<file path="src/include/udw_pkg.sv">
// Constants and types shared by the up/down wiper host controller.
// Assumes a single 250 MHz clock domain on the controller side.
package udw_pkg;

  // ==========================================================================
  // Clock and timing
  // ==========================================================================
  localparam int CLK_MHZ = 250;
  localparam int T_SETUP_NS = 1000;
  localparam int T_STEP_NS = 1000;
  localparam int T_HOLD_NS = 1000;
  localparam int T_WC_NS = 5000000;

  // Least times, rounded up to whole cycles.
  localparam int T_SETUP_CYC = (T_SETUP_NS * CLK_MHZ + 999) / 1000;
  localparam int T_STEP_CYC = (T_STEP_NS * CLK_MHZ + 999) / 1000;
  localparam int T_HOLD_CYC = (T_HOLD_NS * CLK_MHZ + 999) / 1000;
  localparam int T_WC_CYC = (T_WC_NS * CLK_MHZ + 999) / 1000;

  // ==========================================================================
  // Wiper range and widths
  // ==========================================================================
  localparam int WIPER_W = 6;
  localparam logic [5:0] WIPER_MAX = 6'h3F;
  localparam logic [5:0] WIPER_MIN = 6'h00;
  localparam int TMR_W = 32;

  // ==========================================================================
  // Commands
  // ==========================================================================
  typedef enum logic [3:0] {
    UDW_INC_NOSTORE = 4'h0,
    UDW_INC_STORE = 4'h1,
    UDW_DEC_NOSTORE = 4'h2,
    UDW_DEC_STORE = 4'h3,
    UDW_STORE = 4'h4,
    UDW_HV_INC_UNFREEZE = 4'h5,
    UDW_HV_INC_FREEZE = 4'h6,
    UDW_HV_DEC_UNFREEZE = 4'h7,
    UDW_HV_DEC_FREEZE = 4'h8,
    UDW_HV_STORE_UNFREEZE = 4'h9,
    UDW_HV_STORE_FREEZE = 4'hA
  } udw_cmd_type;

  // ==========================================================================
  // Sequencer states
  // ==========================================================================
  typedef enum logic [7:0] {
    UDW_S_IDLE = 8'h01,
    UDW_S_SETUP = 8'h02,
    UDW_S_ENTER = 8'h04,
    UDW_S_STEP_LO = 8'h08,
    UDW_S_STEP_HI = 8'h10,
    UDW_S_FINAL = 8'h20,
    UDW_S_RELEASE = 8'h40,
    UDW_S_WRITE = 8'h80
  } udw_state_type;

endpackage : udw_pkg

</file>
<file path="src/include/udw_tmr_if.sv">
// Carrier between the host sequencer and its wait timer.
// Assumes both ends sit on the same clock.
`timescale 1ns/100ps
interface udw_tmr_if;
  logic start;
  logic [udw_pkg::TMR_W-1:0] load;
  logic done;

  modport ctrl (output start, output load, input done);
  modport tmr (input start, input load, output done);
endinterface : udw_tmr_if

</file>
<file path="src/verilog/udw_host.sv">
// Host sequencer that drives an up/down non-volatile wiper over its
// three-level select pin and its step/direction pin.
// Assumes an external driver turns the two select outputs into the
// low, normal high and high-voltage levels on the select pin.
//
// Functional notes
// - Plain store: both high, select low, select high before any step rise.
// - Host returns select high SETUP_CYC cycles after dropping step in plain store.
// - High-voltage increment: step high before high voltage; rises step up.
// - High-voltage decrement: step low before high voltage; rises step down.
// - Static step through high-voltage pulse stores and unfreezes.
// - Store and freeze: start high, high voltage, step low, then release.
// - Host ends the high-voltage store pulse as soon as allowed.
`timescale 1ns/100ps
module udw_host #(
  parameter int SETUP_CYC = udw_pkg::T_SETUP_CYC,
  parameter int STEP_CYC = udw_pkg::T_STEP_CYC,
  parameter int HOLD_CYC = udw_pkg::T_HOLD_CYC,
  parameter int WRITE_CYC = udw_pkg::T_WC_CYC
) (
  input wire logic mclk,
  input wire logic rst_n,
  input wire logic cmd_valid,
  input wire udw_pkg::udw_cmd_type cmd_op,
  input wire logic [udw_pkg::WIPER_W-1:0] cmd_steps,
  output logic cmd_ready,
  output logic sel_low_level,
  output logic sel_high_voltage_level,
  output logic step_level,
  output logic busy,
  output logic eeprom_write_busy,
  output logic setting_freeze
);

  // ==========================================================================
  // Command decoding
  // ==========================================================================
  function automatic logic f_is_hv(input udw_pkg::udw_cmd_type c);
    f_is_hv = (c == udw_pkg::UDW_HV_INC_UNFREEZE) ||
              (c == udw_pkg::UDW_HV_INC_FREEZE) ||
              (c == udw_pkg::UDW_HV_DEC_UNFREEZE) ||
              (c == udw_pkg::UDW_HV_DEC_FREEZE) ||
              (c == udw_pkg::UDW_HV_STORE_UNFREEZE) ||
              (c == udw_pkg::UDW_HV_STORE_FREEZE);
  endfunction : f_is_hv

  function automatic logic f_is_store(input udw_pkg::udw_cmd_type c);
    f_is_store = (c != udw_pkg::UDW_INC_NOSTORE) &&
                 (c != udw_pkg::UDW_DEC_NOSTORE);
  endfunction : f_is_store

  function automatic logic f_is_dec(input udw_pkg::udw_cmd_type c);
    f_is_dec = (c == udw_pkg::UDW_DEC_NOSTORE) ||
               (c == udw_pkg::UDW_DEC_STORE) ||
               (c == udw_pkg::UDW_HV_DEC_UNFREEZE) ||
               (c == udw_pkg::UDW_HV_DEC_FREEZE);
  endfunction : f_is_dec

  function automatic logic f_no_steps(input udw_pkg::udw_cmd_type c);
    f_no_steps = (c == udw_pkg::UDW_STORE) ||
                 (c == udw_pkg::UDW_HV_STORE_UNFREEZE) ||
                 (c == udw_pkg::UDW_HV_STORE_FREEZE);
  endfunction : f_no_steps

  // Step level held before select leaves the normal high level.
  function automatic logic f_first_level(input udw_pkg::udw_cmd_type c);
    f_first_level = !f_is_dec(c);
  endfunction : f_first_level

  // Step level held when select returns to the normal high level.
  function automatic logic f_final_level(input udw_pkg::udw_cmd_type c);
    case (c)
      udw_pkg::UDW_INC_NOSTORE: f_final_level = 1'b1;
      udw_pkg::UDW_INC_STORE: f_final_level = 1'b0;
      udw_pkg::UDW_DEC_NOSTORE: f_final_level = 1'b0;
      udw_pkg::UDW_DEC_STORE: f_final_level = 1'b1;
      udw_pkg::UDW_STORE: f_final_level = 1'b0;
      udw_pkg::UDW_HV_INC_UNFREEZE: f_final_level = 1'b1;
      udw_pkg::UDW_HV_INC_FREEZE: f_final_level = 1'b0;
      udw_pkg::UDW_HV_DEC_UNFREEZE: f_final_level = 1'b0;
      udw_pkg::UDW_HV_DEC_FREEZE: f_final_level = 1'b1;
      udw_pkg::UDW_HV_STORE_UNFREEZE: f_final_level = 1'b1;
      udw_pkg::UDW_HV_STORE_FREEZE: f_final_level = 1'b0;
      default: f_final_level = 1'b1;
    endcase
  endfunction : f_final_level

  function automatic logic [udw_pkg::TMR_W-1:0] f_cyc(input int n);
    f_cyc = (n < 1) ? 32'h00000001 : n[udw_pkg::TMR_W-1:0];
  endfunction : f_cyc

  // ==========================================================================
  // Wait timer
  // ==========================================================================
  udw_tmr_if tmr_bus ();

  udw_wait_timer u_tmr (
    .mclk (mclk),
    .rst_n (rst_n),
    .tmr_bus (tmr_bus.tmr)
  );

  // ==========================================================================
  // Sequencer
  // ==========================================================================
  udw_pkg::udw_state_type state_ff;
  udw_pkg::udw_state_type nxt_state;
  udw_pkg::udw_cmd_type cmd_ff;
  udw_pkg::udw_cmd_type nxt_cmd;
  logic [udw_pkg::WIPER_W-1:0] steps_ff;
  logic [udw_pkg::WIPER_W-1:0] nxt_steps;
  logic sel_low_ff;
  logic nxt_sel_low;
  logic sel_hv_ff;
  logic nxt_sel_hv;
  logic step_ff;
  logic nxt_step;
  logic freeze_ff;
  logic nxt_freeze;
  logic tmr_start;
  logic [udw_pkg::TMR_W-1:0] tmr_load;

  assign tmr_bus.start = tmr_start;
  assign tmr_bus.load = tmr_load;

  assign cmd_ready = (state_ff == udw_pkg::UDW_S_IDLE);
  assign sel_low_level = sel_low_ff;
  assign sel_high_voltage_level = sel_hv_ff;
  assign step_level = step_ff;
  assign busy = (state_ff != udw_pkg::UDW_S_IDLE);
  assign eeprom_write_busy = (state_ff == udw_pkg::UDW_S_WRITE);
  assign setting_freeze = freeze_ff;

  always_comb begin
    nxt_state = state_ff;
    nxt_cmd = cmd_ff;
    nxt_steps = steps_ff;
    nxt_sel_low = sel_low_ff;
    nxt_sel_hv = sel_hv_ff;
    nxt_step = step_ff;
    nxt_freeze = freeze_ff;
    tmr_start = 1'b0;
    tmr_load = f_cyc(SETUP_CYC);
    case (state_ff)
      udw_pkg::UDW_S_IDLE: begin
        if (cmd_valid) begin
          nxt_cmd = cmd_op;
          nxt_steps = f_no_steps(cmd_op) ? udw_pkg::WIPER_MIN : cmd_steps;
          nxt_step = f_first_level(cmd_op);
          tmr_start = 1'b1;
          nxt_state = udw_pkg::UDW_S_SETUP;
        end
      end
      udw_pkg::UDW_S_SETUP: begin
        if (tmr_bus.done) begin
          nxt_sel_hv = f_is_hv(cmd_ff);
          nxt_sel_low = !f_is_hv(cmd_ff);
          tmr_start = 1'b1;
          nxt_state = udw_pkg::UDW_S_ENTER;
        end
      end
      udw_pkg::UDW_S_ENTER, udw_pkg::UDW_S_STEP_HI: begin
        if (tmr_bus.done) begin
          tmr_start = 1'b1;
          if (steps_ff != udw_pkg::WIPER_MIN) begin
            nxt_step = 1'b0;
            tmr_load = f_cyc(STEP_CYC);
            nxt_state = udw_pkg::UDW_S_STEP_LO;
          end else begin
            nxt_step = f_final_level(cmd_ff);
            nxt_state = udw_pkg::UDW_S_FINAL;
          end
        end
      end
      udw_pkg::UDW_S_STEP_LO: begin
        if (tmr_bus.done) begin
          nxt_step = 1'b1;
          nxt_steps = steps_ff - 6'h01;
          tmr_start = 1'b1;
          tmr_load = f_cyc(STEP_CYC);
          nxt_state = udw_pkg::UDW_S_STEP_HI;
        end
      end
      udw_pkg::UDW_S_FINAL: begin
        if (tmr_bus.done) begin
          nxt_sel_low = 1'b0;
          nxt_sel_hv = 1'b0;
          tmr_start = 1'b1;
          tmr_load = f_cyc(HOLD_CYC);
          nxt_state = udw_pkg::UDW_S_RELEASE;
          if (f_is_hv(cmd_ff) && f_is_store(cmd_ff)) begin
            nxt_freeze = (f_final_level(cmd_ff) == f_is_dec(cmd_ff));
          end
        end
      end
      udw_pkg::UDW_S_RELEASE: begin
        if (tmr_bus.done) begin
          if (f_is_store(cmd_ff)) begin
            tmr_start = 1'b1;
            tmr_load = f_cyc(WRITE_CYC);
            nxt_state = udw_pkg::UDW_S_WRITE;
          end else begin
            nxt_state = udw_pkg::UDW_S_IDLE;
          end
        end
      end
      udw_pkg::UDW_S_WRITE: begin
        if (tmr_bus.done) begin
          nxt_state = udw_pkg::UDW_S_IDLE;
        end
      end
      default: begin
        nxt_state = udw_pkg::UDW_S_IDLE;
        nxt_sel_low = 1'b0;
        nxt_sel_hv = 1'b0;
      end
    endcase
  end

  always_ff @(posedge mclk) begin
    if (!rst_n) begin
      state_ff <= udw_pkg::UDW_S_IDLE;
      cmd_ff <= udw_pkg::UDW_INC_NOSTORE;
      steps_ff <= 6'h00;
      sel_low_ff <= 1'b0;
      sel_hv_ff <= 1'b0;
      step_ff <= 1'b1;
      freeze_ff <= 1'b0;
    end else begin
      state_ff <= nxt_state;
      cmd_ff <= nxt_cmd;
      steps_ff <= nxt_steps;
      sel_low_ff <= nxt_sel_low;
      sel_hv_ff <= nxt_sel_hv;
      step_ff <= nxt_step;
      freeze_ff <= nxt_freeze;
    end
  end

endmodule : udw_host

</file>
<file path="src/verilog/udw_wait_timer.sv">
// Down-counting wait timer: done pulses after load cycles.
// Assumes load is at least one and start is a one-cycle pulse.
`timescale 1ns/100ps
module udw_wait_timer (
  input wire logic mclk,
  input wire logic rst_n,
  udw_tmr_if.tmr tmr_bus
);

  // ==========================================================================
  // Counter
  // ==========================================================================
  logic [udw_pkg::TMR_W-1:0] cnt_ff;
  logic [udw_pkg::TMR_W-1:0] nxt_cnt;
  logic run_ff;
  logic nxt_run;

  assign tmr_bus.done = run_ff && (cnt_ff <= 32'h00000001);

  always_comb begin
    nxt_cnt = cnt_ff;
    nxt_run = run_ff;
    if (tmr_bus.start) begin
      nxt_cnt = tmr_bus.load;
      nxt_run = 1'b1;
    end else if (run_ff) begin
      if (tmr_bus.done) begin
        nxt_run = 1'b0;
      end else begin
        nxt_cnt = cnt_ff - 32'h00000001;
      end
    end
  end

  always_ff @(posedge mclk) begin
    if (!rst_n) begin
      cnt_ff <= 32'h00000000;
      run_ff <= 1'b0;
    end else begin
      cnt_ff <= nxt_cnt;
      run_ff <= nxt_run;
    end
  end

endmodule : udw_wait_timer

</file>
<file path="config.mk">
export PLATFORM = sky130hd
export DESIGN_NAME = udw_host
export DESIGN_NICKNAME = d
export VERILOG_FILES = /design/src/include/udw_pkg.sv /design/src/include/udw_tmr_if.sv /design/src/verilog/udw_host.sv /design/src/verilog/udw_wait_timer.sv
export SDC_FILE = /design/constraint.sdc
export NUM_CORES = 1
export LEC_CHECK = 0
export ABC_AREA = 1
export BUFFER_PORTS_ARGS = -buffer_cell sky130_fd_sc_hd__buf_2
export CORE_UTILIZATION = 30
export DETAILED_ROUTE_END_ITERATION = 7
export PLACE_DENSITY = 0.55
export SETUP_SLACK_MARGIN = 0.3
export SLEW_MARGIN = 20
export SYNTH_ARGS = -nofsm -noshare
export SYNTH_HDL_FRONTEND = slang
export SYNTH_HIERARCHICAL = 1
export SYNTH_SLANG_ARGS = --single-unit
</file>
<file path="constraint.sdc">
create_clock -name mclk -period 7 [get_ports mclk]
set_input_delay 0.7 -clock mclk [delete_from_list [all_inputs] [get_ports mclk]]
set_output_delay 0.7 -clock mclk [all_outputs]
set_load 0.02 [all_outputs]
</file>
==> out/metrics.yaml <==
status: "complete, no violations"
cp_cell_sequence: "inv_1 -> ha_1 -> nand2_2 -> nor2_8 -> nand2_2 -> nand2_2 -> nand2_4 -> nor2_1 -> inv_1 -> nand3_1 -> nand2_1 -> inv_2 -> nand2_4 -> nor2_8 -> and3_1 -> buf_4 -> inv_2 -> nand2_8 -> clkinv_4 -> nand2_1 -> a21oi_1"
finalMaxSlewViolations: 0
drc_errors: 0
yosys_warnings: 6
critPathCapture: "u_tmr/cnt_ff[19]"
regToRegSetupSlack_ps: 3240
r2r-end: "u_tmr/cnt_ff[19]"
grt_pass1_wl_um: 18070
port_buffers: 19
cts_resized: 0
cts_tree: "done"
path_max_fanout: 33
critPathCaptureType: "register"
dieWidth_um: 121.2
routabilityCongestion: 0.8370
cp-startpoint: "u_tmr/cnt_ff[0]"
grt_max_degree: 34
cts_setup_buffers: 0
cp.required_ps: 7150
syn_to_final_growth_pct: 11.15
ant_nets: 0
dp_hpwl_um: 8010
reg2reg_depth: 21
arrival_ps: 3910
skew_ps: 6.397
dp_slack_ps: 3215
cts_buffers: 5
slew_headroom_pct: 41.84
grt_antenna_before_repair: 0
vias_per_cell: 4.466
first_global_vias: 3793
start_util_pct: 30.73
htreeDepth: 2
min_period_ps: 3760
firstDrtPassIters: 4
syn_avg_cell_area_um2: 6.059
setup_viol: 0
ir_drop_uv: 147.4
synth_area_leader_cell: "dfxtp_1"
rsz0062_at_grt: "no"
start_kind: "register"
ctsHoldBuffers: 0
hp-class: "reg2reg"
drive_above_1_share_pct: 14.88
worst_slack_ps: 3240
drt_iter0_markers: 246
cts.sinks: 56
maxCapViolCount: 0
row_count: 43
die_area_um2: 14700
synth_top_area_share_pct: 26.28
timing_hold_violations_final: 0
clk-insertion-delay-late_ps: 300
path_common_cell: "nand2_2"
num_io_pins: 20
critPathKind: "reg2reg"
crit_slowest_cell: "inv_2"
synth-seq-cells: 56
core-area_um2: 13880
root_buffer: "clkbuf_16"
tns_ps: 0
wl_um: 10520
grt_usage_pct: 15.37
tightest_slew_ps: 871.4
stdcell_count: 919
worst_path_largest_cell_delay_ps: 350
dp.cells: 912
synth.distinct_cells: 42
routedWlPerCell_um: 11.44
r2r-start: "u_tmr/cnt_ff[0]"
post-route-period-util_pct: 53.72
synth_cells: 704
min_from: "state_ff[6]"
seq_area_frac_synth_pct: 26.28
antenna_cells: 0
powerDensity_nw_per_um2: 549.5
fmax_mhz: 265.9
clkTransAtPathRegs_ps: 70
clockBufferDepth: 2
grt_overflow: 0
synthesis.area_um2: 4265
via_count: 4104
die_h_um: 121.2
p_leak_nw: 2.308
synth_area_leaders: "dfxtp_1 26%, nand2_1 18%, nor2_1 11%, inv_1 5.8%, nand3_1 4.9%"
layout.nets: 758
-- Yosys cell counts --
cell,count
a21boi_0,1
a21oi_1,28
a21oi_2,8
a31oi_1,1
and3_1,1
buf_1,3
buf_2,1
buf_4,1
buf_8,1
clkbuf_1,8
clkinv_1,1
clkinv_4,1
conb_1,2
dfxtp_1,56
ha_1,6
inv_1,66
inv_2,12
inv_4,1
nand2_1,204
nand2_2,22
nand2_4,9
nand2_8,2
nand3_1,42
nand3_2,4
nand3b_1,1
nand4_1,9
nor2_1,122
nor2_2,11
nor2_4,5
nor2_8,3
nor3_1,8
nor3_2,3
nor3b_1,6
o211ai_1,2
o21ai_0,24
o21ai_1,11
o21bai_1,2
o22ai_1,1
o31ai_1,1
or2_2,3
xnor2_1,6
xor2_1,5
-- metal layers --
metal	up-vias	routed length [um]	global-route usage, %
met3	15	233	1.974
met4	0	197	5.093
met1	1803	5428	21.11
met2	37	4657	24.68
li1	2249	-	-
met5	-	0	0
-- cell usage in the layout, fill, tap and decap left out, types with 6 or more instances in the layout --
cell | synthesis | final
a21oi_1 | 28 | 28
a21oi_2 | 8 | 8
buf_2 | 1 | 19
conb_1 | 2 | 24
dfxtp_1 | 56 | 56
ha_1 | 6 | 6
inv_1 | 66 | 66
inv_2 | 12 | 12
nand2_1 | 204 | 204
nand2_2 | 22 | 22
nand2_4 | 9 | 9
nand3_1 | 42 | 42
nand4_1 | 9 | 9
nor2_1 | 122 | 122
nor2_2 | 11 | 11
nor3_1 | 8 | 8
nor3b_1 | 6 | 6
o21ai_0 | 24 | 24
o21ai_1 | 11 | 11
xnor2_1 | 6 | 6
-- kinds of logic after synthesis --
| logic type | share of synthesized area [%] |
|---|---|
| AO/OA/AOI/OAI | 10.38 |
| other | 0.1761 |
| flip-flops | 26.28 |
| buffers and inverters | 8.917 |
| XOR/XNOR | 2.259 |
| AND/OR/NAND/NOR | 50.22 |
| adder cells (fa/ha/maj) | 1.760 |
-- metrics by stage --
step / util, % / hold slack (ps) / area, um^2 / total power, mW
after global routing: 34.15 / 514.7 / 4741 / 2.898
after global placement: 33.19 / 479.9 / 4607 / 2.367
final: 34.15 / 486.3 / 4741 / 2.605
after CTS: 34.15 / 490.1 / 4741 / 2.627
after floorplan: - / 458.8 / 4348 / 2.015
after detailed placement: 33.19 / 478.2 / 4607 / 2.368
-- flip-flops by register name (all words and copies together) (netlist names), named ones only --
signal / cells
cmd_ff: 4
sel_high_voltage_level: 1
sel_low_level: 1
setting_freeze: 1
state_ff: 8
step_level: 1
steps_ff: 6
u_tmr/cnt_ff: 32
u_tmr/run_ff: 1
-- critical path, delay by kind of cell (launching register included) --
family / cells / cell delay (ps)
flip-flops: 1 / 330
AND/OR/NAND/NOR: 13 / 1680
adder cells (fa/ha/maj): 1 / 270
buffers and inverters: 6 / 1240
AO/OA/AOI/OAI: 1 / 60
-- area by class of cell --
type                            count  area, um^2
Clock buffer                        6       128.9
Clock inverter                      1       5.005
Fill cell                        1572        9140
Inverter                           81       311.5
Multi-Input combinational cell    575        2846
Sequential cell                    56        1121
Tap cell                          180       225.2
Timing Repair Buffer               20       102.6
-- how the worst min path moves through the flow --
stage                  end  slack, ps  depth (start not counted)
2_1_floorplan  state_ff[6]        460                          2
4_1_cts        state_ff[6]        490                          2
6_report       state_ff[6]        490                          2
3_3_place_gp   state_ff[6]        480                          2
3_5_place_dp   state_ff[6]        480                          2
5_1_grt        state_ff[6]        510                          2
-- power by group --
group          switching [mW]  internal (mW)  total [mW]
sequential              0.118          0.432       0.550
clock                   0.119          0.131       0.250
combinational            1.25          0.558        1.81
total                    1.49           1.12        2.61
Note: power is estimated with default switching activity, not from simulation.
